**config.mk**
```make
export PLATFORM = sky130hd
export DESIGN_NAME = status_regs
export DESIGN_NICKNAME = d
export VERILOG_FILES = /design/src/inc/status_regs_pkg.sv /design/src/logic/status_regs.sv
export VERILOG_INCLUDE_DIRS = /design/src /design/src/inc
export SDC_FILE = /design/constraint.sdc
export NUM_CORES = 1
export LEC_CHECK = 0
export BUFFER_PORTS_ARGS = -buffer_cell sky130_fd_sc_hd__clkbuf_2
export CAP_MARGIN = 0
export CORE_ASPECT_RATIO = 1.1
export CORE_UTILIZATION = 58
export DETAILED_ROUTE_END_ITERATION = 12
export PLACE_DENSITY = 0.8
export SETUP_SLACK_MARGIN = 0.2
export SLEW_MARGIN = 30
export SYNTH_ARGS = -nofsm -noshare
export SYNTH_HDL_FRONTEND = slang
export SYNTH_SLANG_ARGS = --single-unit
```
**constraint.sdc**
```tcl
create_clock -name clk -period 2.9 [get_ports clk]
set_input_delay 0.87 -clock clk [delete_from_list [all_inputs] [get_ports clk]]
set_output_delay 0.87 -clock clk [all_outputs]
set_load 0.1 [all_outputs]
```
**src/inc/status_regs_cfg.svh**
```systemverilog
/*
 * Register offsets, field positions, reset values and timing counts
 * for the status, event log and converter result register bank.
 * Assumes inclusion by bare name from design files.
 */
`ifndef STATUS_REGS_CFG_SVH
`define STATUS_REGS_CFG_SVH

// ----------------------------------------------------------------------
// Register offsets (low three address bits only)
// ----------------------------------------------------------------------
`define OFS_CONTROL      3'h0
`define OFS_ALERT_EN     3'h1
`define OFS_STATUS       3'h2
`define OFS_FAULT        3'h3
`define OFS_SENSE        3'h4
`define OFS_SOURCE       3'h5
`define OFS_AUX          3'h6
`define OFS_AUX_ALIAS    3'h7

// ----------------------------------------------------------------------
// Field positions
// ----------------------------------------------------------------------
`define BIT_FET_ON       7
`define BIT_GPIO         6
`define BIT_SHORT        5
`define BIT_PRESENT      4
`define BIT_PWR_BAD      3
`define BIT_OVERCUR      2
`define BIT_UNDERV       1
`define BIT_OVERV        0
`define CTL_TEST_MODE    5
`define CTL_FET_CMD      3

// ----------------------------------------------------------------------
// Reset values and thresholds
// ----------------------------------------------------------------------
`define CONTROL_RST      8'h1b
`define ALERT_EN_RST     8'h00
`define FAULT_RST        8'h00
`define ADC_RST          8'h00
`define SHORT_CODE       8'h07
`define FAULT_MASK       8'h3f

// ----------------------------------------------------------------------
// Timing: each channel request follows CONV_TIME_US microseconds after the previous answer
// ----------------------------------------------------------------------
`define CLK_MHZ          100
`define CONV_TIME_US     10
`define CONV_CYCLES      (`CONV_TIME_US * `CLK_MHZ)

`endif

```
**src/inc/status_regs_pkg.sv**
```systemverilog
/*
 * Types for the status and converter register bank.
 * Assumes nothing of its surroundings.
 */
package status_regs_pkg;
    typedef enum logic [1:0] {
        CH_SENSE  = 2'b00,
        CH_SOURCE = 2'b01,
        CH_AUX    = 2'b11
    } adc_chan_t;
endpackage

```
**src/logic/status_regs.sv**
```systemverilog
/*
 * Status, sticky event log and converter result register bank with
 * the control and alert enable registers it depends on.
 * Assumes a serial bus front end supplying one-cycle read and write
 * strobes with an address byte, and a converter delivering one result
 * per request on the channel selected here.
 * The comparator, presence, power-good and cool-down inputs are taken
 * as already synchronous to clk, so edges are found by a single stage.
 * The converter may answer after any number of cycles; an answer that
 * is still pending when test mode is entered is dropped, and the
 * rotation resumes on the same channel once test mode is left.
 */
`timescale 1ns/1ns
`default_nettype none
`include "status_regs_cfg.svh"

module status_regs
    import status_regs_pkg::*;
#(
    parameter int CONV_CYCLES = `CONV_CYCLES
) (
    input  wire logic       clk,
    input  wire logic       rst,
    input  wire logic [7:0] reg_addr,
    input  wire logic       reg_wr,
    input  wire logic [7:0] reg_wdata,
    input  wire logic       reg_rd,
    output logic      [7:0] reg_rdata,
    input  wire logic       fet_on,
    input  wire logic       gpio_in,
    input  wire logic       card_presence_input,
    input  wire logic       power_good_feedback_input,
    input  wire logic       overcurrent_cooldown,
    input  wire logic       overcurrent_fault,
    input  wire logic       undervoltage_comparator_input,
    input  wire logic       overvoltage_comparator_input,
    output logic            conv_start,
    output var adc_chan_t   conv_chan,
    input  wire logic       conv_done,
    input  wire logic [7:0] conv_data,
    output logic            alert_n,
    output logic      [7:0] control,
    output logic      [7:0] alert_enable
);

    // ------------------------------------------------------------------
    // State
    // ------------------------------------------------------------------
    typedef struct packed {
        logic [7:0]  control;
        logic [7:0]  alert_en;
        logic [7:0]  fault;
        logic [7:0]  sense;
        logic [7:0]  source;
        logic [7:0]  aux;
        logic [7:0]  rdata;
        logic        card_prev;
        logic        pg_prev;
        logic        uv_prev;
        logic        ov_prev;
        logic        alert_n;
        logic        busy;
        adc_chan_t   chan;
        logic [31:0] timer;
    } state_t;

    state_t s_q;
    state_t s_d;

    logic [2:0] addr;
    logic [7:0] status;
    logic [7:0] events;
    logic       test_mode;
    logic       wr_fault;

    // ------------------------------------------------------------------
    // Decoded strobes and next values
    // ------------------------------------------------------------------
    localparam logic [7:0] LOG_MASK = `FAULT_MASK;
    logic       wr_control;
    logic       wr_alert_en;
    logic       wr_sense;
    logic       wr_source;
    logic       wr_aux;
    logic [7:0] rd_mux;
    logic       conv_take;
    logic       conv_due;
    adc_chan_t  chan_next;
    logic [7:0] fault_next;

    // ------------------------------------------------------------------
    // Address and mode
    // ------------------------------------------------------------------
    always_comb begin
        addr      = reg_addr[2:0];
        test_mode = s_q.control[`CTL_TEST_MODE];
        wr_fault  = reg_wr && (addr == `OFS_FAULT);
    end

    // ------------------------------------------------------------------
    // Live status
    // ------------------------------------------------------------------
    always_comb begin
        status    = 8'h00;
        status[`BIT_FET_ON]  = fet_on;
        status[`BIT_GPIO]    = gpio_in;
        status[`BIT_SHORT]   = !s_q.control[`CTL_FET_CMD]
                               && (s_q.sense > `SHORT_CODE);
        status[`BIT_PRESENT] = !card_presence_input;
        status[`BIT_PWR_BAD] = !power_good_feedback_input;
        status[`BIT_OVERCUR] = overcurrent_cooldown;
        status[`BIT_UNDERV]  = !undervoltage_comparator_input;
        status[`BIT_OVERV]   = overvoltage_comparator_input;
    end

    // ------------------------------------------------------------------
    // Event detection
    // ------------------------------------------------------------------
    always_comb begin
        events = 8'h00;
        events[`BIT_SHORT]   = status[`BIT_SHORT];
        events[`BIT_PRESENT] = card_presence_input != s_q.card_prev;
        events[`BIT_PWR_BAD] = s_q.pg_prev && !power_good_feedback_input;
        events[`BIT_OVERCUR] = overcurrent_fault;
        events[`BIT_UNDERV]  = s_q.uv_prev && !undervoltage_comparator_input;
        events[`BIT_OVERV]   = !s_q.ov_prev && overvoltage_comparator_input;
    end

    // ------------------------------------------------------------------
    // Write decode; the status offset has no strobe, offset 7 aliases aux
    // ------------------------------------------------------------------
    always_comb begin
        wr_control  = reg_wr && (addr == `OFS_CONTROL);
        wr_alert_en = reg_wr && (addr == `OFS_ALERT_EN);
        wr_sense    = reg_wr && test_mode && (addr == `OFS_SENSE);
        wr_source   = reg_wr && test_mode && (addr == `OFS_SOURCE);
        wr_aux      = reg_wr && test_mode
                      && ((addr == `OFS_AUX) || (addr == `OFS_AUX_ALIAS));
    end

    // ------------------------------------------------------------------
    // Sticky event log, one cell per bit; a new event wins over a clear
    // ------------------------------------------------------------------
    for (genvar i = 0; i < 8; i++) begin : g_log
        always_comb begin
            if (!LOG_MASK[i]) begin
                fault_next[i] = 1'b0;
            end else if (events[i]) begin
                fault_next[i] = 1'b1;
            end else if (wr_fault && !reg_wdata[i]) begin
                fault_next[i] = 1'b0;
            end else begin
                fault_next[i] = s_q.fault[i];
            end
        end
    end

    // ------------------------------------------------------------------
    // Conversion control: fixed channel rotation
    // ------------------------------------------------------------------
    always_comb begin
        conv_take = s_q.busy && conv_done && !test_mode;
        conv_due  = !s_q.busy && !test_mode
                    && (s_q.timer >= 32'(CONV_CYCLES - 1));
        case (s_q.chan)
            CH_SENSE:  chan_next = CH_SOURCE;
            CH_SOURCE: chan_next = CH_AUX;
            default:   chan_next = CH_SENSE;
        endcase
    end

    // ------------------------------------------------------------------
    // Read multiplexer; address 7 falls through to the auxiliary result
    // ------------------------------------------------------------------
    always_comb begin
        case (addr)
            `OFS_CONTROL:  rd_mux = s_q.control;
            `OFS_ALERT_EN: rd_mux = s_q.alert_en;
            `OFS_STATUS:   rd_mux = status;
            `OFS_FAULT:    rd_mux = s_q.fault;
            `OFS_SENSE:    rd_mux = s_q.sense;
            `OFS_SOURCE:   rd_mux = s_q.source;
            default:       rd_mux = s_q.aux;
        endcase
    end

    // ------------------------------------------------------------------
    // Next state
    // ------------------------------------------------------------------
    always_comb begin
        s_d = s_q;
        s_d.card_prev = card_presence_input;
        s_d.pg_prev   = power_good_feedback_input;
        s_d.uv_prev   = undervoltage_comparator_input;
        s_d.ov_prev   = overvoltage_comparator_input;

        // Register writes; the status offset has no strobe, offset 7 aliases aux
        if (wr_control) begin
            s_d.control = reg_wdata;
        end
        if (wr_alert_en) begin
            s_d.alert_en = reg_wdata;
        end
        if (wr_sense) begin
            s_d.sense = reg_wdata;
        end
        if (wr_source) begin
            s_d.source = reg_wdata;
        end
        if (wr_aux) begin
            s_d.aux = reg_wdata;
        end

        // Sticky log
        s_d.fault = fault_next;

        // Alert low while any enabled log bit is set
        s_d.alert_n = !(|(s_d.fault & s_d.alert_en));

        // Conversion sequencing, halted in test mode
        if (test_mode) begin
            s_d.busy  = 1'b0;
            s_d.timer = '0;
        end else if (conv_take) begin
            s_d.busy = 1'b0;
            s_d.chan = chan_next;
            case (s_q.chan)
                CH_SENSE:  s_d.sense  = conv_data;
                CH_SOURCE: s_d.source = conv_data;
                CH_AUX:    s_d.aux    = conv_data;
                default:   s_d.aux    = s_q.aux;
            endcase
        end else if (conv_due) begin
            s_d.timer = '0;
            s_d.busy  = 1'b1;
        end else if (!s_q.busy) begin
            s_d.timer = s_q.timer + 32'd1;
        end

        // Read data register
        if (reg_rd) begin
            s_d.rdata = rd_mux;
        end
    end

    // ------------------------------------------------------------------
    // Registers
    // ------------------------------------------------------------------
    always_ff @(posedge clk) begin
        if (rst) begin
            s_q.rdata     <= 8'h00;
            s_q.busy      <= 1'b0;
            s_q.timer     <= '0;
            s_q.control   <= `CONTROL_RST;
            s_q.alert_en  <= `ALERT_EN_RST;
            s_q.fault     <= `FAULT_RST;
            s_q.sense     <= `ADC_RST;
            s_q.source    <= `ADC_RST;
            s_q.aux       <= `ADC_RST;
            s_q.card_prev <= 1'b1;
            s_q.pg_prev   <= 1'b1;
            s_q.uv_prev   <= 1'b1;
            s_q.ov_prev   <= 1'b0;
            s_q.alert_n   <= 1'b1;
            s_q.chan      <= CH_SENSE;
        end else begin
            s_q <= s_d;
        end
    end

    // ------------------------------------------------------------------
    // Outputs
    // ------------------------------------------------------------------
    assign reg_rdata    = s_q.rdata;
    assign alert_n      = s_q.alert_n;
    assign control      = s_q.control;
    assign alert_enable = s_q.alert_en;
    assign conv_start   = s_q.busy && !test_mode;
    assign conv_chan    = s_q.chan;

endmodule
`default_nettype wire

```
Yosys cells after proc, flatten, opt, wreduce, memory -nomap -nowiden
Index checks and enable logic that the tools add are counted.

storage, ports and cells
  bits of input ports = 37
  output and inout bits = 28
  bits in registers = 96
  logic and storage cells = 104

cells by class
  reductions and logical operators = 45
  order comparisons = 2
  equal/unequal tests = 12
  bitwise operators = 3
  $add $sub $neg = 1
  muxes and demuxes = 25

operator list
  cell                                                                                    number
  32-bit 2-to-1 mux                                                                       2
  24-bit 2-to-1 mux                                                                       2
  8-bit 2-to-1 mux                                                                        6
  8-bit case mux with 6 select lines                                                      1
  32-bit by 1-bit adder with 32-bit output (second input constant)                        1
  32-bit by 10-bit greater-or-equal comparator with 1-bit output (second input constant)  1
  1-bit logical AND                                                                       22
  8-bit case mux with 2 select lines                                                      1
  1-bit logical NOT                                                                       14
  3-bit == test (second input constant)                                                   4
  1-bit 2-to-1 mux                                                                        12
  6-bit by 8-bit AND with 8-bit output                                                    1
  8-bit by 3-bit greater-than comparator with 1-bit output (second input constant)        1
  8-bit OR reduction                                                                      1
  3-bit by 2-bit == test with 1-bit output (second input constant)                        2
  4-bit by 3-bit inequality test with 1-bit output (second input constant)                1
  2-bit case mux with 2 select lines                                                      1
  2-bit AND reduction                                                                     2
  2-bit OR reduction                                                                      2
  3-bit by 1-bit == test with 1-bit output (second input constant)                        1
  3-bit logical NOT                                                                       1
  3-bit OR reduction                                                                      1
  2-bit by 1-bit == test with 1-bit output (second input constant)                        1
  2-bit == test (second input constant)                                                   1
  other kinds (5)                                                                         6

Logic depth before layout (Yosys ltp)
  depth in word-level cells = 8
  gate-level depth with buffers = 7

Worst setup path before layout
Ideal clock, no wire load.

  path kind = register to output
  start point = register s_q[34] (netlist bit)
  end point = output conv_start
  data arrival time = 1.843 ns
  path slack = 0.187 ns
  stages on the path, launching flop included = 3
  cell sequence = dfxtp_1 -> buf_2 -> nor2b_1

on the way
  cells in the longest elaborated chain, start to end = 1

ends and longest elaborated chain
  item               RTL line            source
  start, declared    status_regs.sv:67   state_t s_q;
  1-bit logical AND  status_regs.sv:278  assign conv_start = s_q.busy && !test_mode;
  end, declared      status_regs.sv:37   output logic conv_start,

Every way passes these cells.

Worst setup path after layout
Same ends and word-level chain as after synthesis.

==> metrics <==
Fmax achieved 408 MHz; crit path max fanout 11; Clock Sinks 94; Initial DRC Count 312; CP Launch Type flip-flop; Syn Std Cell Area 4760 um^2; Cells after Synth 548; first-pass GRT wire length 19.2 mm; Final Hold Vio Count 0; Synth Warn # 0; largest net degree at the start of global routing 56; hold_buf cts 0; WHS 465 ps; DR pass1 iterations 5; vias in the first global route 3972; Slew Viols, Final 0; Final period util 0.844; status finished, final reports clean; PwrDens 485 nW/um^2; internal power 1810 uW; Synth Area in Adders 0.00263; H-tree depth 3; count of input and output buffers 59; crit path capture type primary output; top cells by count, synth dfxtp_1 (94), nor2_1 (52), nand2_1 (43); sequential share of power 0.536; Placed Cells 666; Total GRT Usage 0.286; wirelength, routed 11.8 mm; Vias per Instance 6.23; total of max-cap violations 0; grt total ovfl 0; Setup CP Type flip-flop to primary output; Mapped Nets 586; maximum root-to-sink buffer count 2; fin nets 607; fin crit period 2450 ps; most frequent cell after synthesis dfxtp_1; RSZ-0062 raised after global routing no; main combinational cell family by area after synthesis simple AND/OR/NAND/NOR gates; Seq/Total Area, Yosys 0.395; Clk network pwr share 0.346; total CTS buffers 9; Initial Utilization 0.599; Synth Register Bits 94; Worst Path Required 2030 ps; post-cts sizing count 0; Sw Pwr 681 uW; worst skew pair latency 360 ps; # rows 34; core region area 7960 um^2; layout filler cell count 688; predominant post-synthesis flop cell dfxtp_1; Final Instance Count excl. Fillers 681; Post-synth EDFFs 0; RePlAce Congestion 0.893; Setup-failing EPs final 0; DRT antenna net count 0; Hold WC Path Type flip-flop to flip-flop; via count 4245; relative slew slack 0.569; die height 97.0 um; xor/xnor share of the synthesized area 0.0184; FFs w/ async S/R, synth 0; largest cells by area after synthesis dfxtp_1 (40%), mux2i_1 (6.1%), a211oi_1 (4.4%), buf_4 (4.3%), nor2_1 (4.1%); post-synthesis compound-gate area fraction 0.188; I/O pin count 65; Synth area leader dfxtp_1; drt wl/cell 17.3 um; top cell type's share of synthesized area 0.395; clk_skew 10.3 ps; mux contribution to synthesized area 0.0799; switch share 0.273; share of cells above drive strength 1 0.197; Setup Fix Bufs, Post-CTS 0; WP data arrival 1580 ps; Die ar. 8580 um^2; area grow syn2layout 8.01%; Post-route DRC 0; Worst-path clk slew 90 ps; setup TNS 0 ps; initial antenna violation count 0; Slew @ Worst Pin 644 ps; post-detail-place hpwl 8.27 mm; # diodes 0; synth unique cells 63; Clock Root Buffer clkbuf_8; Die X 88.4 um; VDD IR max 0.000250 V; CTS tree built; Comb pwr share 0.118; Avg Synthesized Cell Area 8.69 um^2; Leakage 0.00200 uW; post-synthesis simple-gate area fraction 0.226
final cells by class:
class	count	area, um^2	share of cell area
clock buffers	11	141	0.0275
clock inverters	4	47.5	0.00924
inverters	17	63.8	0.0124
multi-input cells	372	2460	0.478
flip-flops and latches	94	1880	0.366
well taps	108	135	0.0263
repair buffers	75	415	0.0807
routing by layer:
metal | share of wire | track usage
met1 | 0.40 | 0.341
met2 | 0.50 | 0.475
met3 | 0.062 | 0.0469
met4 | 0.041 | 0.166
met5 | 0 | 0
registers in the layout, summed over array words and instances (netlist names):
register,flops
control,8
s_q,67
alert_n,1
alert_enable,8
reg_rdata,8
conv_chan,2
per-stage QoR:
stage          utilization  setup WS (ps)  area, um^2  total power (uW)
2_1_floorplan            -            584        4770              1590
3_3_place_gp         0.623            390        4960              1650
3_5_place_dp         0.623            355        4960              1660
4_1_cts              0.647            432        5140              2500
5_1_grt              0.647            354        5140              2580
6_report             0.647            451        5140              2490
power by group through the flow:
| stage | Clock [uW] | Combinational [uW] | Sequential (uW) |
|---|---|---|---|
| after floorplan | 0 | 221 | 1370 |
| after global placement | 0 | 286 | 1370 |
| after detailed placement | 0 | 291 | 1370 |
| after CTS | 873 | 292 | 1340 |
| after global routing | 926 | 312 | 1340 |
| final | 862 | 294 | 1340 |
logic make-up after synthesis:
logic type / after synthesis
compound gates: 126
simple gates: 202
fa+ha+maj: 1
mux: 33
flops: 94
buf+inv: 82
xor+xnor: 10
critical path, stage by stage (launching register included):
cell	delay, ps
dfxtp_1	550
nor2b_2	210
clkbuf_2	450
path summary, 6_finish.rpt:
path                 from           end  slack, ps  cells past startpoint
max reg2reg    control[5]       s_q[70]        800                      5
max               s_q[34]    conv_start        450                      2
min reg2reg  reg_rdata[4]  reg_rdata[4]        460                      2
min          reg_rdata[4]  reg_rdata[4]        460                      2
cells in the final DEF (no fill, tap or decap), types with 3 or more instances in the layout:
cell type	count
buf_4	16
and4_1	4
or3_1	6
o21ai_0	16
a311oi_1	8
inv_1	16
and2_1	3
a31oi_1	6
o31ai_1	4
nand2_1	43
xor2_1	3
a2111oi_0	4
nand3b_1	10
o22ai_1	6
xnor2_1	7
nor3_1	22
o221a_2	3
dfxtp_1	94
mux4_2	4
a211oi_1	28
mux2i_1	29
nor2b_1	4
clkbuf_8	10
nor4_1	6
nand4b_1	3
nand4_1	12
nor2_1	52
a21oi_1	21
a221oi_1	3
clkbuf_2	59
and3_1	7
o211ai_1	10
or4_1	4
nand3_1	9
(Power assumes the default switching activity.)
